===== src/hw/anp_pkg.sv =====
package anp_pkg;
    // Register indices; byte address is four times the index
    localparam logic [5:0] IDX_EXPANSION = 6'h06;
    localparam logic [5:0] IDX_NP_TX = 6'h07;
    localparam logic [5:0] IDX_NP_RX = 6'h08;
    // Page word field positions
    localparam int BIT_MORE = 15;
    localparam int BIT_ACK = 14;
    localparam int BIT_TYPE = 13;
    localparam int BIT_CACK = 12;
    localparam int BIT_TOG = 11;
    localparam int CODE_MSB = 10;
    localparam int CODE_W = 11;
    // Reset values
    localparam logic [15:0] NP_TX_RESET = 16'h2001;
    localparam logic [15:0] NP_RX_RESET = 16'h2001;
    localparam logic [15:0] NULL_PAGE = 16'h2001;
    localparam logic [10:0] CODE_RESET = 11'h001;
    // Expansion status bit positions
    localparam int EXP_LOC_ABLE = 6;
    localparam int EXP_STOR_LOC = 5;
    localparam int EXP_NP_ABLE = 2;
    localparam int EXP_PAGE_RX = 1;
endpackage : anp_pkg


===== src/hw/autoneg_next_page_regs.sv =====
`timescale 1ns/1ps
`default_nettype none
module autoneg_next_page_regs
    import anp_pkg::*;
#(
    parameter int ADDR_W = 8
) (
    // Clock and reset
    input wire logic mclk,
    input wire logic rst_n,
    // APB slave
    input wire logic [ADDR_W-1:0] paddr,
    input wire logic psel,
    input wire logic penable,
    input wire logic pwrite,
    input wire logic [31:0] pwdata,
    input wire logic [3:0] pstrb,
    output logic [31:0] prdata,
    output logic pready,
    output logic pslverr,
    // Arbitration side, transmit
    input wire logic np_restart,
    input wire logic tx_page_req,
    input wire logic local_ack,
    output logic [15:0] tx_page_word,
    output logic tx_page_valid,
    // Arbitration side, receive
    input wire logic rx_page_valid,
    input wire logic [15:0] rx_page_word,
    output logic page_received
);
    initial begin
        if (ADDR_W < 6 || ADDR_W > 32) begin
            $error("autoneg_next_page_regs: ADDR_W must be 6..32");
        end
    end

    // Field map must tile the 16-bit page word
    initial begin
        if (CODE_W != CODE_MSB + 1 || BIT_TOG != CODE_MSB + 1) begin
            $error("autoneg_next_page_regs: code field must end below the toggle bit");
        end
        if (BIT_MORE != 15 || BIT_ACK != 14 || BIT_TYPE != 13 || BIT_CACK != 12) begin
            $error("autoneg_next_page_regs: flag bits out of place");
        end
        if (NULL_PAGE[CODE_MSB:0] != CODE_RESET) begin
            $error("autoneg_next_page_regs: null page code must equal the code reset value");
        end
    end

    // Bus decode
    logic [5:0] idx;
    logic aligned;
    logic upper_zero;
    logic hit_exp;
    logic hit_tx;
    logic hit_rx;
    logic mapped;
    logic acc_start;
    logic acc_done;
    logic wr_done;
    logic rd_done;

    // Register state
    logic more_q;
    logic ack_q;
    logic type_q;
    logic cack_q;
    logic tog_q;
    logic [CODE_W-1:0] code_q;
    logic page_rx_q;
    logic local_done_q;
    logic [15:0] rx_word_q;
    logic [15:0] tx_reg_view;
    logic [15:0] exp_view;
    logic [15:0] rd_mux;

    // Outgoing word
    logic [15:0] tx_word_d;
    logic [15:0] tx_word_q;
    logic tx_valid_q;
    logic send;

    // Bus handshake state
    logic pready_q;
    logic pslverr_q;
    logic [31:0] prdata_q;

    always_comb begin
        idx = 6'h00;
        upper_zero = 1'b1;
        for (int i = 2; i < ADDR_W; i++) begin
            if (i < 8) begin
                idx[i-2] = paddr[i];
            end else if (paddr[i]) begin
                upper_zero = 1'b0;
            end
        end
    end

    assign aligned = (paddr[1:0] == 2'b00);
    assign hit_exp = aligned && upper_zero && (idx == IDX_EXPANSION);
    assign hit_tx = aligned && upper_zero && (idx == IDX_NP_TX);
    assign hit_rx = aligned && upper_zero && (idx == IDX_NP_RX);
    assign mapped = hit_exp || hit_tx || hit_rx;

    // Access phase takes two cycles: wait state, then pready
    assign acc_start = psel && penable && !pready_q;
    assign acc_done = psel && penable && pready_q;
    assign wr_done = acc_done && pwrite;
    assign rd_done = acc_done && !pwrite;

    always_ff @(posedge mclk) begin
        if (!rst_n) begin
            pready_q <= 1'b0;
        end else begin
            pready_q <= acc_start;
        end
    end

    always_ff @(posedge mclk) begin
        if (!rst_n) begin
            pslverr_q <= 1'b0;
        end else begin
            pslverr_q <= acc_start && !mapped;
        end
    end

    // Read data sampled with the wait state so it stands with pready
    always_ff @(posedge mclk) begin
        if (!rst_n) begin
            prdata_q <= 32'h0000_0000;
        end else if (acc_start && !pwrite) begin
            prdata_q <= {16'h0000, rd_mux};
        end else if (!psel) begin
            prdata_q <= 32'h0000_0000;
        end
    end

    always_comb begin
        tx_reg_view = 16'h0000;
        tx_reg_view[BIT_MORE] = more_q;
        tx_reg_view[BIT_ACK] = ack_q;
        tx_reg_view[BIT_TYPE] = type_q;
        tx_reg_view[BIT_CACK] = cack_q;
        tx_reg_view[BIT_TOG] = tog_q;
        tx_reg_view[CODE_MSB:0] = code_q;
    end

    // Storage location is fixed at register 8
    always_comb begin
        exp_view = 16'h0000;
        exp_view[EXP_LOC_ABLE] = 1'b1;
        exp_view[EXP_STOR_LOC] = 1'b1;
        exp_view[EXP_NP_ABLE] = 1'b1;
        exp_view[EXP_PAGE_RX] = page_rx_q;
    end

    always_comb begin
        if (hit_tx) begin
            rd_mux = tx_reg_view;
        end else if (hit_rx) begin
            rd_mux = rx_word_q;
        end else if (hit_exp) begin
            rd_mux = exp_view;
        end else begin
            rd_mux = 16'h0000;
        end
    end

    // Software fields of the transmit register; acknowledge and toggle are not writable
    always_ff @(posedge mclk) begin
        if (!rst_n) begin
            more_q <= NP_TX_RESET[BIT_MORE];
        end else if (wr_done && hit_tx && pstrb[1]) begin
            more_q <= pwdata[BIT_MORE];
        end
    end

    always_ff @(posedge mclk) begin
        if (!rst_n) begin
            type_q <= NP_TX_RESET[BIT_TYPE];
        end else if (wr_done && hit_tx && pstrb[1]) begin
            type_q <= pwdata[BIT_TYPE];
        end
    end

    always_ff @(posedge mclk) begin
        if (!rst_n) begin
            cack_q <= NP_TX_RESET[BIT_CACK];
        end else if (wr_done && hit_tx && pstrb[1]) begin
            cack_q <= pwdata[BIT_CACK];
        end
    end

    // Code is taken as is; page type only decides how the partner reads it
    always_ff @(posedge mclk) begin
        if (!rst_n) begin
            code_q <= CODE_RESET;
        end else if (wr_done && hit_tx) begin
            if (pstrb[0]) begin
                code_q[7:0] <= pwdata[7:0];
            end
            if (pstrb[1]) begin
                code_q[CODE_MSB:8] <= pwdata[CODE_MSB:8];
            end
        end
    end

    // Acknowledge follows the arbitration's level
    always_ff @(posedge mclk) begin
        if (!rst_n) begin
            ack_q <= NP_TX_RESET[BIT_ACK];
        end else begin
            ack_q <= local_ack;
        end
    end

    // Each sent word carries tog_q, then it flips: reads the inverse of the last one
    always_ff @(posedge mclk) begin
        if (!rst_n) begin
            tog_q <= NP_TX_RESET[BIT_TOG];
        end else if (np_restart) begin
            tog_q <= NP_TX_RESET[BIT_TOG];
        end else if (send) begin
            tog_q <= ~tog_q;
        end
    end

    // Once a page with more-pages clear has gone, only null pages follow until np_restart
    assign send = tx_page_req && !np_restart;

    always_ff @(posedge mclk) begin
        if (!rst_n) begin
            local_done_q <= 1'b0;
        end else if (np_restart) begin
            local_done_q <= 1'b0;
        end else if (send && !local_done_q && !more_q) begin
            local_done_q <= 1'b1;
        end
    end

    always_comb begin
        if (local_done_q) begin
            tx_word_d = NULL_PAGE;
            tx_word_d[BIT_MORE] = 1'b0;
        end else begin
            tx_word_d = tx_reg_view;
        end
        tx_word_d[BIT_ACK] = ack_q;
        tx_word_d[BIT_TOG] = tog_q;
    end

    page_word_reg #(
        .W(16),
        .RESET_VAL(NULL_PAGE)
    ) u_tx_word (
        .mclk(mclk),
        .rst_n(rst_n),
        .load(send),
        .d(tx_word_d),
        .q(tx_word_q)
    );

    always_ff @(posedge mclk) begin
        if (!rst_n) begin
            tx_valid_q <= 1'b0;
        end else begin
            tx_valid_q <= send;
        end
    end

    // Partner words are held whole, including its toggle
    page_word_reg #(
        .W(16),
        .RESET_VAL(NP_RX_RESET)
    ) u_rx_word (
        .mclk(mclk),
        .rst_n(rst_n),
        .load(rx_page_valid),
        .d(rx_page_word),
        .q(rx_word_q)
    );

    // New word beats a read clear in the same cycle
    // Clear only a set the read returned; one landing after the data sample survives
    always_ff @(posedge mclk) begin
        if (!rst_n) begin
            page_rx_q <= 1'b0;
        end else if (rx_page_valid) begin
            page_rx_q <= 1'b1;
        end else if (rd_done && hit_exp && prdata_q[EXP_PAGE_RX]) begin
            page_rx_q <= 1'b0;
        end
    end

    assign prdata = prdata_q;
    assign pready = pready_q;
    assign pslverr = pslverr_q;
    assign tx_page_word = tx_word_q;
    assign tx_page_valid = tx_valid_q;
    assign page_received = page_rx_q;
endmodule : autoneg_next_page_regs
`default_nettype wire


===== src/hw/page_word_reg.sv =====
`timescale 1ns/1ps
`default_nettype none
module page_word_reg
    import anp_pkg::*;
#(
    parameter int W = 16,
    parameter logic [W-1:0] RESET_VAL = '0
) (
    // Clock and reset
    input wire logic mclk,
    input wire logic rst_n,
    // Load port
    input wire logic load,
    input wire logic [W-1:0] d,
    output logic [W-1:0] q
);
    initial begin
        if (W < 1) begin
            $error("page_word_reg: W must be positive");
        end
    end

    always_ff @(posedge mclk) begin
        if (!rst_n) begin
            q <= RESET_VAL;
        end else if (load) begin
            q <= d;
        end
    end
endmodule : page_word_reg
`default_nettype wire


===== config.mk =====
export PLATFORM = sky130hd
export DESIGN_NAME = autoneg_next_page_regs
export DESIGN_NICKNAME = d
export VERILOG_FILES = /design/src/hw/anp_pkg.sv /design/src/hw/autoneg_next_page_regs.sv /design/src/hw/page_word_reg.sv
export SDC_FILE = /design/constraint.sdc
export NUM_CORES = 1
export LEC_CHECK = 0
export BUFFER_PORTS_ARGS = -buffer_cell sky130_fd_sc_hd__buf_2
export CORE_ASPECT_RATIO = 0.75
export CORE_MARGIN = 2
export CORE_UTILIZATION = 48
export CTS_CLUSTER_DIAMETER = 200
export DETAILED_ROUTE_END_ITERATION = 10
export PLACE_DENSITY = 0.89
export SLEW_MARGIN = 40
export SYNTH_ARGS = -nofsm -noshare
export SYNTH_HDL_FRONTEND = slang
export SYNTH_SLANG_ARGS = --single-unit

===== constraint.sdc =====
create_clock -name mclk -period 2.26 [get_ports mclk]
set_input_delay 0.113 -clock mclk [delete_from_list [all_inputs] [get_ports mclk]]
set_output_delay 0.113 -clock mclk [all_outputs]
set_load 0.05 [all_outputs]

==> results.ini, run 1 <==
[outcome]
status=complete, no violations

[global_route]
grt_pass1_wl_mm=10.74
grt_max_degree=44
grt_pass1_vias=2211
antenna_found_initial=0
grt_util_all_layers_pct=20.65
grt_overflow=0

[hold_path]
holdCritStartpoint=rx_page_word[3]
min_path_type=primary input to register

[synth]
synth_top_flop_cell=dfxtp_1
syn_area_per_cell_um2=10.06
yosys-top-cells-area=dfxtp_1 (46%), mux2i_1 (10%), nor2b_1 (9.0%)
ys_seq_area_share_pct=46.08
synth_top_cell_area_share_pct=46.08
synth_area_leader_cell=dfxtp_1
synth_most_common_cell=dfxtp_1
netlist_area_um2=2998
syn_inst=298
synth_edf_count=0
yosys_warnings=0
ys_types=36
async_reset_ff_share_pct=0
synth_common_cells=dfxtp_1 (69), nor2b_1 (43), mux2i_1 (30), nand2_1 (22), clkbuf_1 (17)
ys_ff_latch=69

[floorplanning]
die_area_um2=6900
core_area_um2=5916
initial_utilization_pct=50.68
num_io_pins=121
rows=24
die_h_um=72.44
die_w_um=95.26

[detailed_routing]
drtIter0Drc=102
postRouteAntennaNets=0
via_per_inst=5.166
vias=2402
drc=0
post_drt_wl_per_cell_um=14.58
routed_wl_mm=6.781
dr.pass1.iters=4

[cts]
cts_tree=built
cts_setup_buffers=0
cts.htree.levels=3
hold_buffers=5
clk_path_buf_depth=2
cts.repair.resized=0
clkSinkCount=69
cts_buffers=9
cts-root-buf=clkbuf_8
clk_latency_ns=0.34
path_clk_slew_ns=0.07

[power]
power.leakage_uw=0.001513
p_per_area_nw_per_um2=676.9
ir_worst_vdd_uv=424.0

[placement]
gp_congestion=0.8126
dpl.hpwl_mm=4.896
io_buffers=84

[setup_path]
worstPathCellList=or4bb_1 > o41a_1 > o21a_1
crit_path_start=pready
path_max_fanout=7
cp.arrival_ns=1.83
r2r-start=pready
cp_slowest_stage_delay_ns=0.51
crit_type=register to register
critical_path.slowest_cell=or4bb_1
end_kind=register
start_kind=register
worstPathRequired_ns=2.50

[finish]
layout-drive-gt1-share_pct=27.91
final_nets=453
fin_util_pct=61.59
antenna_cells=0
syn_to_final_growth_pct=21.54

[timing]
slew_viol_final=0
worst_slew_pin_slew_ns=0.6330
hold_viol_final=0
period_share_pct=70.66
period_minus_slack_ns=1.597
skew_ns=0.008062
grt_setup_unrepaired=no
hold_ws_ns=0.03239
tns_ns=0
max_freq_mhz=626.2
max_slew_margin_pct=57.80
final-setup-viol-count=0

[flow_run]
drv_cap=0

-- worst max-delay path, delay by kind of cell (launching register included) --
kind | cells | cell delay (ns)
and+or+nand+nor | 1 | 0.51
DFF | 1 | 0.49
AOI/OAI and AO/OA | 2 | 0.49
-- power by group --
group | internal, µW | switching, µW
Combinational | 92.8 | 164
Clock | 527 | 425
Sequential | 1240 | 17.4
Total | 1860 | 607
-- cells in the final DEF (no fill, tap or decap), types with 5 or more instances in the layout --
master and instances:
a21boi_1 16, a22o_1 12, a22oi_1 14, buf_2 84, buf_4 7, clkbuf_8 10
conb_1 16, dfxtp_1 69, dlygate4sd3_1 5, mux2i_1 30, nand2_1 22, nand3b_1 12
nor2_1 6, nor2b_1 43
-- flip-flops by register name (all words and copies together), names as in the netlist, 11 cells and up --
signal       cells
prdata          16
u_rx_word.q     16
u_tx_word.q     16
code_q          11
-- stage by stage --
stage / instance area, µm² / setup WS, ns / cells / power (µW)
floorplan: 3054 / 0.4015 / 313 / 1480
global placement: 3413 / 0.5254 / 446 / 1527
CTS: 3643 / 0.6687 / 465 / 2495
global route: 3643 / 0.6162 / 465 / 2577
finish: 3643 / 0.6632 / 465 / 2466
detailed placement: 3413 / 0.5018 / 446 / 1534
-- metal layers --
| layer | track usage (%) | up-vias | routed length, µm |
|---|---|---|---|
| li1 | - | 1180 | - |
| met1 | 26.42 | 1118 | 2988 |
| met2 | 32.63 | 95 | 3183 |
| met3 | 7.788 | 9 | 516 |
| met4 | 6.119 | 0 | 93 |
| met5 | 0 | - | 0 |
-- worst paths after layout --
| check | to | slack (ns) | cells past startpoint |
|---|---|---|---|
| setup / recovery | page_received | 0.66 | 3 |
| hold / removal | u_rx_word.q[3] | 0.03 | 3 |
| hold reg to reg | u_tx_word.q[8] | 0.45 | 2 |
| setup reg to reg | page_received | 0.66 | 3 |
-- cell type report --
cell class / count / area (µm²)
fillers: 537 / 2272
multi-input cells: 206 / 1454
repair buffers: 96 / 523.0
clock inverters: 2 / 35.03
flip-flops and latches: 69 / 1381
inverters: 2 / 7.507
clock buffers: 12 / 145.1
well taps: 78 / 97.59
-- cells by family (layout without fill, tap and decap cells) --
group	Yosys count	in the layout	share of synthesized area [%]
other cells	1	16	0.1251
mux	30	30	10.02
buf+inv	38	112	7.304
simple gates	103	103	21.79
xor+xnor	1	1	0.2922
compound gates	56	56	14.40
flops	69	69	46.08
Power figures use the tool's default switching activity.
==> run 2: changes to the inputs <==
- CORE_UTILIZATION: 48 -> 43
- PLACE_DENSITY: 0.89 -> 0.85
- clock period: 2.26 -> 1.3 ns (I/O delays scaled with it)
==> results.ini, run 2 (synthesized netlist as in run 1, its figures left out) <==
[global_route]
grt_max_degree=54  ; was 44
antenna_found_initial=0  ; unchanged
use_met2_pct=32.28  ; was 32.63%
grt_pass1_wl_mm=11.75  ; was 10.74 mm
grt_use_met3_pct=5.688  ; was 7.788%
grt_util_all_layers_pct=19.40  ; was 20.65%
grt_overflow=0  ; unchanged
grt-busiest-layer=met2  ; unchanged
grt_pass1_vias=2512  ; was 2,211
gr-usage-met1_pct=24.44  ; was 26.42%

[setup_path]
worstPathCellList=or4bb_1 > o41a_1 > o21a_1  ; unchanged
crit_cells=3  ; unchanged
r2r_cells=3  ; unchanged
path_max_fanout=2  ; was 7
crit_path_start=prdata[1]  ; was pready
cp.buffers_inverters=0  ; unchanged
critical_path.slowest_cell=or4bb_1  ; unchanged
cp.arrival_ns=1.65  ; was 1.83 ns
cp_slowest_stage_delay_ns=0.48  ; was 0.51 ns
rrSetupSlack_ns=-0.12  ; was 0.66 ns
start_kind=register  ; unchanged
r2r-end=page_received  ; unchanged
worstPathRequired_ns=1.54  ; was 2.50 ns
cp_top_family=compound AO/OA/AOI/OAI gates  ; was simple AND/OR/NAND/NOR gates
r2r-start=prdata[1]  ; was pready
crit_type=register to register  ; unchanged
end_kind=register  ; unchanged

[detailed_routing]
via_per_inst=4.972  ; was 5.166
vias=2526  ; was 2,402
drtIter0Drc=77  ; was 102
routed_wl_mm=7.321  ; was 6.781 mm
drc=0  ; unchanged
postRouteAntennaNets=0  ; unchanged
post_drt_wl_per_cell_um=14.41  ; was 14.58 µm
dr.pass1.iters=5  ; was 4

[finish]
final_common_cell=buf_2  ; unchanged
final_cell_mix=buf_2 (82), dfxtp_1 (67), nor2b_1 (43)  ; was buf_2 (84), dfxtp_1 (69), nor2b_1 (43)
fin_area_um2=4099  ; was 3643 µm²
layout-drive-gt1-share_pct=30.19  ; was 27.91%
fin_util_pct=60.58  ; was 61.59%
n_fill_cell=585  ; was 537
final_nets=488  ; was 453
multi_input_area_um2=1474  ; was 1454 µm²
regArea_um2=1389  ; was 1381 µm²
syn_to_final_growth_pct=36.73  ; was 21.54%
antenna_cells=0  ; unchanged

[timing]
period_share_pct=108.9  ; was 70.66%
setup_ws_ns=-0.1163  ; was 0.6632 ns
slew_viol_final=0  ; unchanged
max_freq_mhz=706.1  ; was 626.2 MHz
hold_viol_final=0  ; unchanged
final-setup-viol-count=10  ; was 0
period_minus_slack_ns=1.416  ; was 1.597 ns
skew_ns=0.008062  ; about the same
worst_slew_pin_slew_ns=0.5078  ; was 0.6330 ns
grt_setup_unrepaired=yes  ; was no
max_slew_margin_pct=66.15  ; was 57.80%

[floorplanning]
rows=26  ; was 24
num_io_pins=121  ; unchanged
die_area_um2=7663  ; was 6900 µm²
die_w_um=100.4  ; was 95.26 µm
die_h_um=76.31  ; was 72.44 µm
core_area_um2=6766  ; was 5916 µm²
initial_utilization_pct=44.30  ; was 50.68%

[placement]
dpl.hpwl_mm=5.091  ; was 4.896 mm
gp_congestion=0.8569  ; was 0.8126
io_buffers=84  ; unchanged
place_area_um2=3568  ; was 3413 µm²

[hold_path]
min_path_type=primary input to register  ; unchanged
hold_depth=3  ; unchanged
holdCritStartpoint=pwdata[6]  ; was rx_page_word[3]
hold_end=code_q[6]  ; was u_rx_word.q[3]

[outcome]
status=complete, but fails checks  ; was complete, no violations
violations=setup timing

[cts]
clk_latency_ns=0.34  ; about the same
clk_path_buf_depth=2  ; unchanged
clkSinkCount=69  ; unchanged
cts.htree.levels=3  ; unchanged
cts_buffers=9  ; unchanged
cts_tree=built  ; unchanged
path_clk_slew_ns=0.07  ; about the same
cts-root-buf=clkbuf_8  ; unchanged

[power]
ir_worst_vdd_uv=769.9  ; was 424.0 µV
power.leakage_uw=0.001712  ; was 0.001513 µW
p_per_area_nw_per_um2=1123  ; was 676.9 nW/µm²
totalPowerFinal_uw=4601  ; was 2466 µW

[flow_run]
drv_cap=0  ; unchanged

-- run 2: changes by cell type in the layout (fill, tap and decap cells not counted), moves of 2 or more --
cell	delta
dfxtp_1	-2
buf_12	+3
buf_2	-2
clkinvlp_4	+2
dlygate4sd3_1	+21
dfxtp_4	+2
buf_6	+3
buf_4	+9
-- run 2: metal layers --
layer  vias up  part of all wire [%]
met5         -                     0
met4         0                  0.78
met3         8                   6.2
met2        91                    47
met1      1174                    46
li1       1253                     -
-- run 2: power by group --
| part | switching (µW) | internal [µW] |
|---|---|---|
| Clock | 805 | 1080 |
| Sequential | 28.9 | 2150 |
| Combinational | 305 | 233 |
| Total | 1140 | 3460 |
-- run 2: how the worst max path moves through the flow --
stage                          to
floorplan               code_q[0]
global placement           type_q
detailed placement      prdata[6]
CTS                 page_received
global route        page_received
finish              page_received
-- run 2: cell type report --
class                           instances  area share (%)
Clock buffer                           10           3.114
Clock inverter                          6           2.106
Inverter                                2          0.1832
Multi-Input combinational cell        206           35.96
Sequential cell                        69           33.88
Tap cell                               84           2.564
Timing Repair Buffer                  131           22.19
-- run 2: worst register-to-register path, delay by kind of cell (launching register included) --
family / cells / cell delay (ns)
flops: 1 / 0.34
compound gates: 2 / 0.49
simple gates: 1 / 0.48
-- run 2: repair_timing --
action,4_1_cts,5_1_grt
resized for setup,3,1
endpoints found under the hold margin,26,0
buffers inserted,0,1
hold buffers,26,0
pin swaps,3,2
gates cloned,0,1
setup endpoints to repair,29,24
-- run 2: per-stage QoR --
| step | setup TNS (ns) | setup slack, ns | hold WS [ns] | instances |
|---|---|---|---|---|
| 2_1_floorplan | -6.443 | -0.3304 | 0.1852 | 313 |
| 3_3_place_gp | -5.951 | -0.2208 | 0.2712 | 464 |
| 3_5_place_dp | -7.076 | -0.2606 | 0.2749 | 464 |
| 4_1_cts | -0.1260 | -0.1260 | 0.0003121 | 506 |
| 5_1_grt | -0.8587 | -0.1527 | 0.01389 | 508 |
| 6_report | -0.2371 | -0.1163 | 0.01425 | 508 |
==> run 3: changes to the inputs <==
- SETUP_SLACK_MARGIN: unset -> 0.05
==> results.ini, run 3 (synthesized netlist as in run 1, its figures left out) <==
[floorplanning]
die_area_um2=7663  ; unchanged
die_h_um=76.31  ; unchanged
initial_utilization_pct=44.30  ; unchanged
die_w_um=100.4  ; unchanged
core_area_um2=6766  ; unchanged
rows=26  ; unchanged
num_io_pins=121  ; unchanged

[global_route]
grt_pass1_vias=2494  ; was 2,512
grt_max_degree=36  ; was 54
grt_use_met3_pct=8.073  ; was 5.688%
antenna_found_initial=0  ; unchanged
gr-usage-met1_pct=25.06  ; was 24.44%
use_met2_pct=33.49  ; was 32.28%
grt-busiest-layer=met2  ; unchanged
grt_overflow=0  ; unchanged
grt_pass1_wl_mm=12.14  ; was 11.75 mm
grt_util_all_layers_pct=20.52  ; was 19.40%

[timing]
max_slew_margin_pct=64.71  ; was 66.15%
max_freq_mhz=706.4  ; was 706.1 MHz
grt_setup_unrepaired=yes  ; unchanged
period_share_pct=108.9  ; about the same
worst_slew_pin_slew_ns=0.5294  ; was 0.5078 ns
skew_ns=0.006414  ; was 0.008062 ns
tns_ns=-0.1157  ; was -0.2371 ns
setup_ws_ns=-0.1157  ; was -0.1163 ns
slew_viol_final=0  ; unchanged
hold_viol_final=0  ; unchanged
period_minus_slack_ns=1.416  ; about the same
final-setup-viol-count=1  ; was 10

[placement]
dpl.hpwl_mm=5.295  ; was 5.091 mm
place_area_um2=3568  ; unchanged
gp_congestion=0.8670  ; was 0.8569
pre_cts_ws_ns=-0.2455  ; was -0.2606 ns
dp_cells=464  ; unchanged
io_buffers=84  ; unchanged

[setup_path]
r2r-start=prdata[1]  ; unchanged
rrSetupSlack_ns=-0.12  ; about the same
crit_type=register to register  ; unchanged
r2r_cells=3  ; unchanged
critical_path.slowest_cell=or4bb_1  ; unchanged
cp_slowest_stage_delay_ns=0.47  ; was 0.48 ns
cp.buffers_inverters=0  ; unchanged
crit_cells=3  ; unchanged
end_kind=register  ; unchanged
start_kind=register  ; unchanged
cp.arrival_ns=1.65  ; about the same
r2r-end=page_received  ; unchanged
cp_top_family=compound AO/OA/AOI/OAI gates  ; unchanged
worstPathRequired_ns=1.54  ; about the same
path_max_fanout=2  ; unchanged
worstPathCellList=or4bb_1 > o41a_1 > o21a_1  ; unchanged

[hold_path]
hold_end=local_done_q  ; was code_q[6]
min_path_type=primary input to register  ; unchanged
hold_depth=3  ; unchanged
holdCritStartpoint=np_restart  ; was pwdata[6]

[detailed_routing]
routed_wl_mm=7.694  ; was 7.321 mm
vias=2573  ; was 2,526
postRouteAntennaNets=0  ; unchanged
drc=0  ; unchanged
dr.pass1.iters=4  ; was 5
drtIter0Drc=61  ; was 77
post_drt_wl_per_cell_um=14.91  ; was 14.41 µm
via_per_inst=4.986  ; was 4.972

[power]
p_per_area_nw_per_um2=1109  ; was 1123 nW/µm²
ir_worst_vdd_uv=738.5  ; was 769.9 µV
power.leakage_uw=0.001768  ; was 0.001712 µW

[outcome]
status=complete, but fails checks  ; unchanged
violations=setup timing  ; unchanged

[cts]
cts.htree.levels=3  ; unchanged
cts-root-buf=clkbuf_8  ; unchanged
path_clk_slew_ns=0.07  ; about the same
cts_buffers=9  ; unchanged
clk_latency_ns=0.34  ; about the same
clkSinkCount=69  ; unchanged
clk_path_buf_depth=2  ; unchanged
cts_tree=built  ; unchanged

[finish]
final_nets=496  ; was 488
final_common_cell=buf_2  ; unchanged
fin_util_pct=62.67  ; was 60.58%
fin_area_um2=4240  ; was 4099 µm²
layout-drive-gt1-share_pct=32.41  ; was 30.19%
final_cell_mix=buf_2 (83), dfxtp_1 (67), nor2b_1 (43)  ; was buf_2 (82), dfxtp_1 (67), nor2b_1 (43)
syn_to_final_growth_pct=41.44  ; was 36.73%
antenna_cells=0  ; unchanged
final_cells=516  ; was 508

[flow_run]
drv_cap=0  ; unchanged

## run 3: cell types whose count changed in the layout (fill, tap and decap cells not counted), sizes merged
| cell | change |
|---|---|
| clkinvlp | -2 |
| clkinv | +2 |
| buf | +2 |
| dlygate4sd3 | +6 |
## run 3: tightest hold or removal path: stages
cell	delay (ns)
buf_2	0.09
nand2b_1	0.11
nor2_1	0.05
## run 3: cell type report
type / instances / area, µm²
multi-input cells: 206 / 1521
flip-flops and latches: 69 / 1389
well taps: 84 / 105.1
clock inverters: 6 / 85.08
fillers: 559 / 2526
repair buffers: 139 / 994.7
clock buffers: 10 / 137.6
inverters: 2 / 7.507
## run 3: how the worst max path moves through the flow
stage,from,end
2_1_floorplan,pready,code_q[0]
3_3_place_gp,paddr[1],type_q
3_5_place_dp,paddr[1],prdata[14]
4_1_cts,prdata[1],page_received
5_1_grt,prdata[1],page_received
6_report,prdata[1],page_received
## run 3: routing by layer
layer | share of wire (%) | wire length, µm
met5 | 0 | 0
met3 | 5.7 | 437
met1 | 45 | 3489
met2 | 48 | 3704
met4 | 0.79 | 61
## run 3: power breakdown
part / leakage (µW) / internal, µW / total, µW / switching [µW]
Sequential: 0.000562 / 2150 / 2180 / 32.0
Clock: 0.000117 / 1130 / 1950 / 818
Combinational: 0.00109 / 254 / 570 / 317
## run 3: timing repair
action / in CTS / in global routing
pin swaps: 11 / 3
buffers inserted: 1 / 2
resized for setup: 14 / 1
endpoints found under the hold margin: 32 / 0
hold buffers: 32 / 0
gates cloned: 1 / 0
setup endpoints to repair: 31 / 31
## run 3: per-stage QoR
stage,total power (µW),hold slack [ns]
floorplan,2573,0.1852
global placement,2686,0.2741
detailed placement,2699,0.2798
CTS,4720,0.0009097
global route,4902,0.01691
finish,4701,0.01908
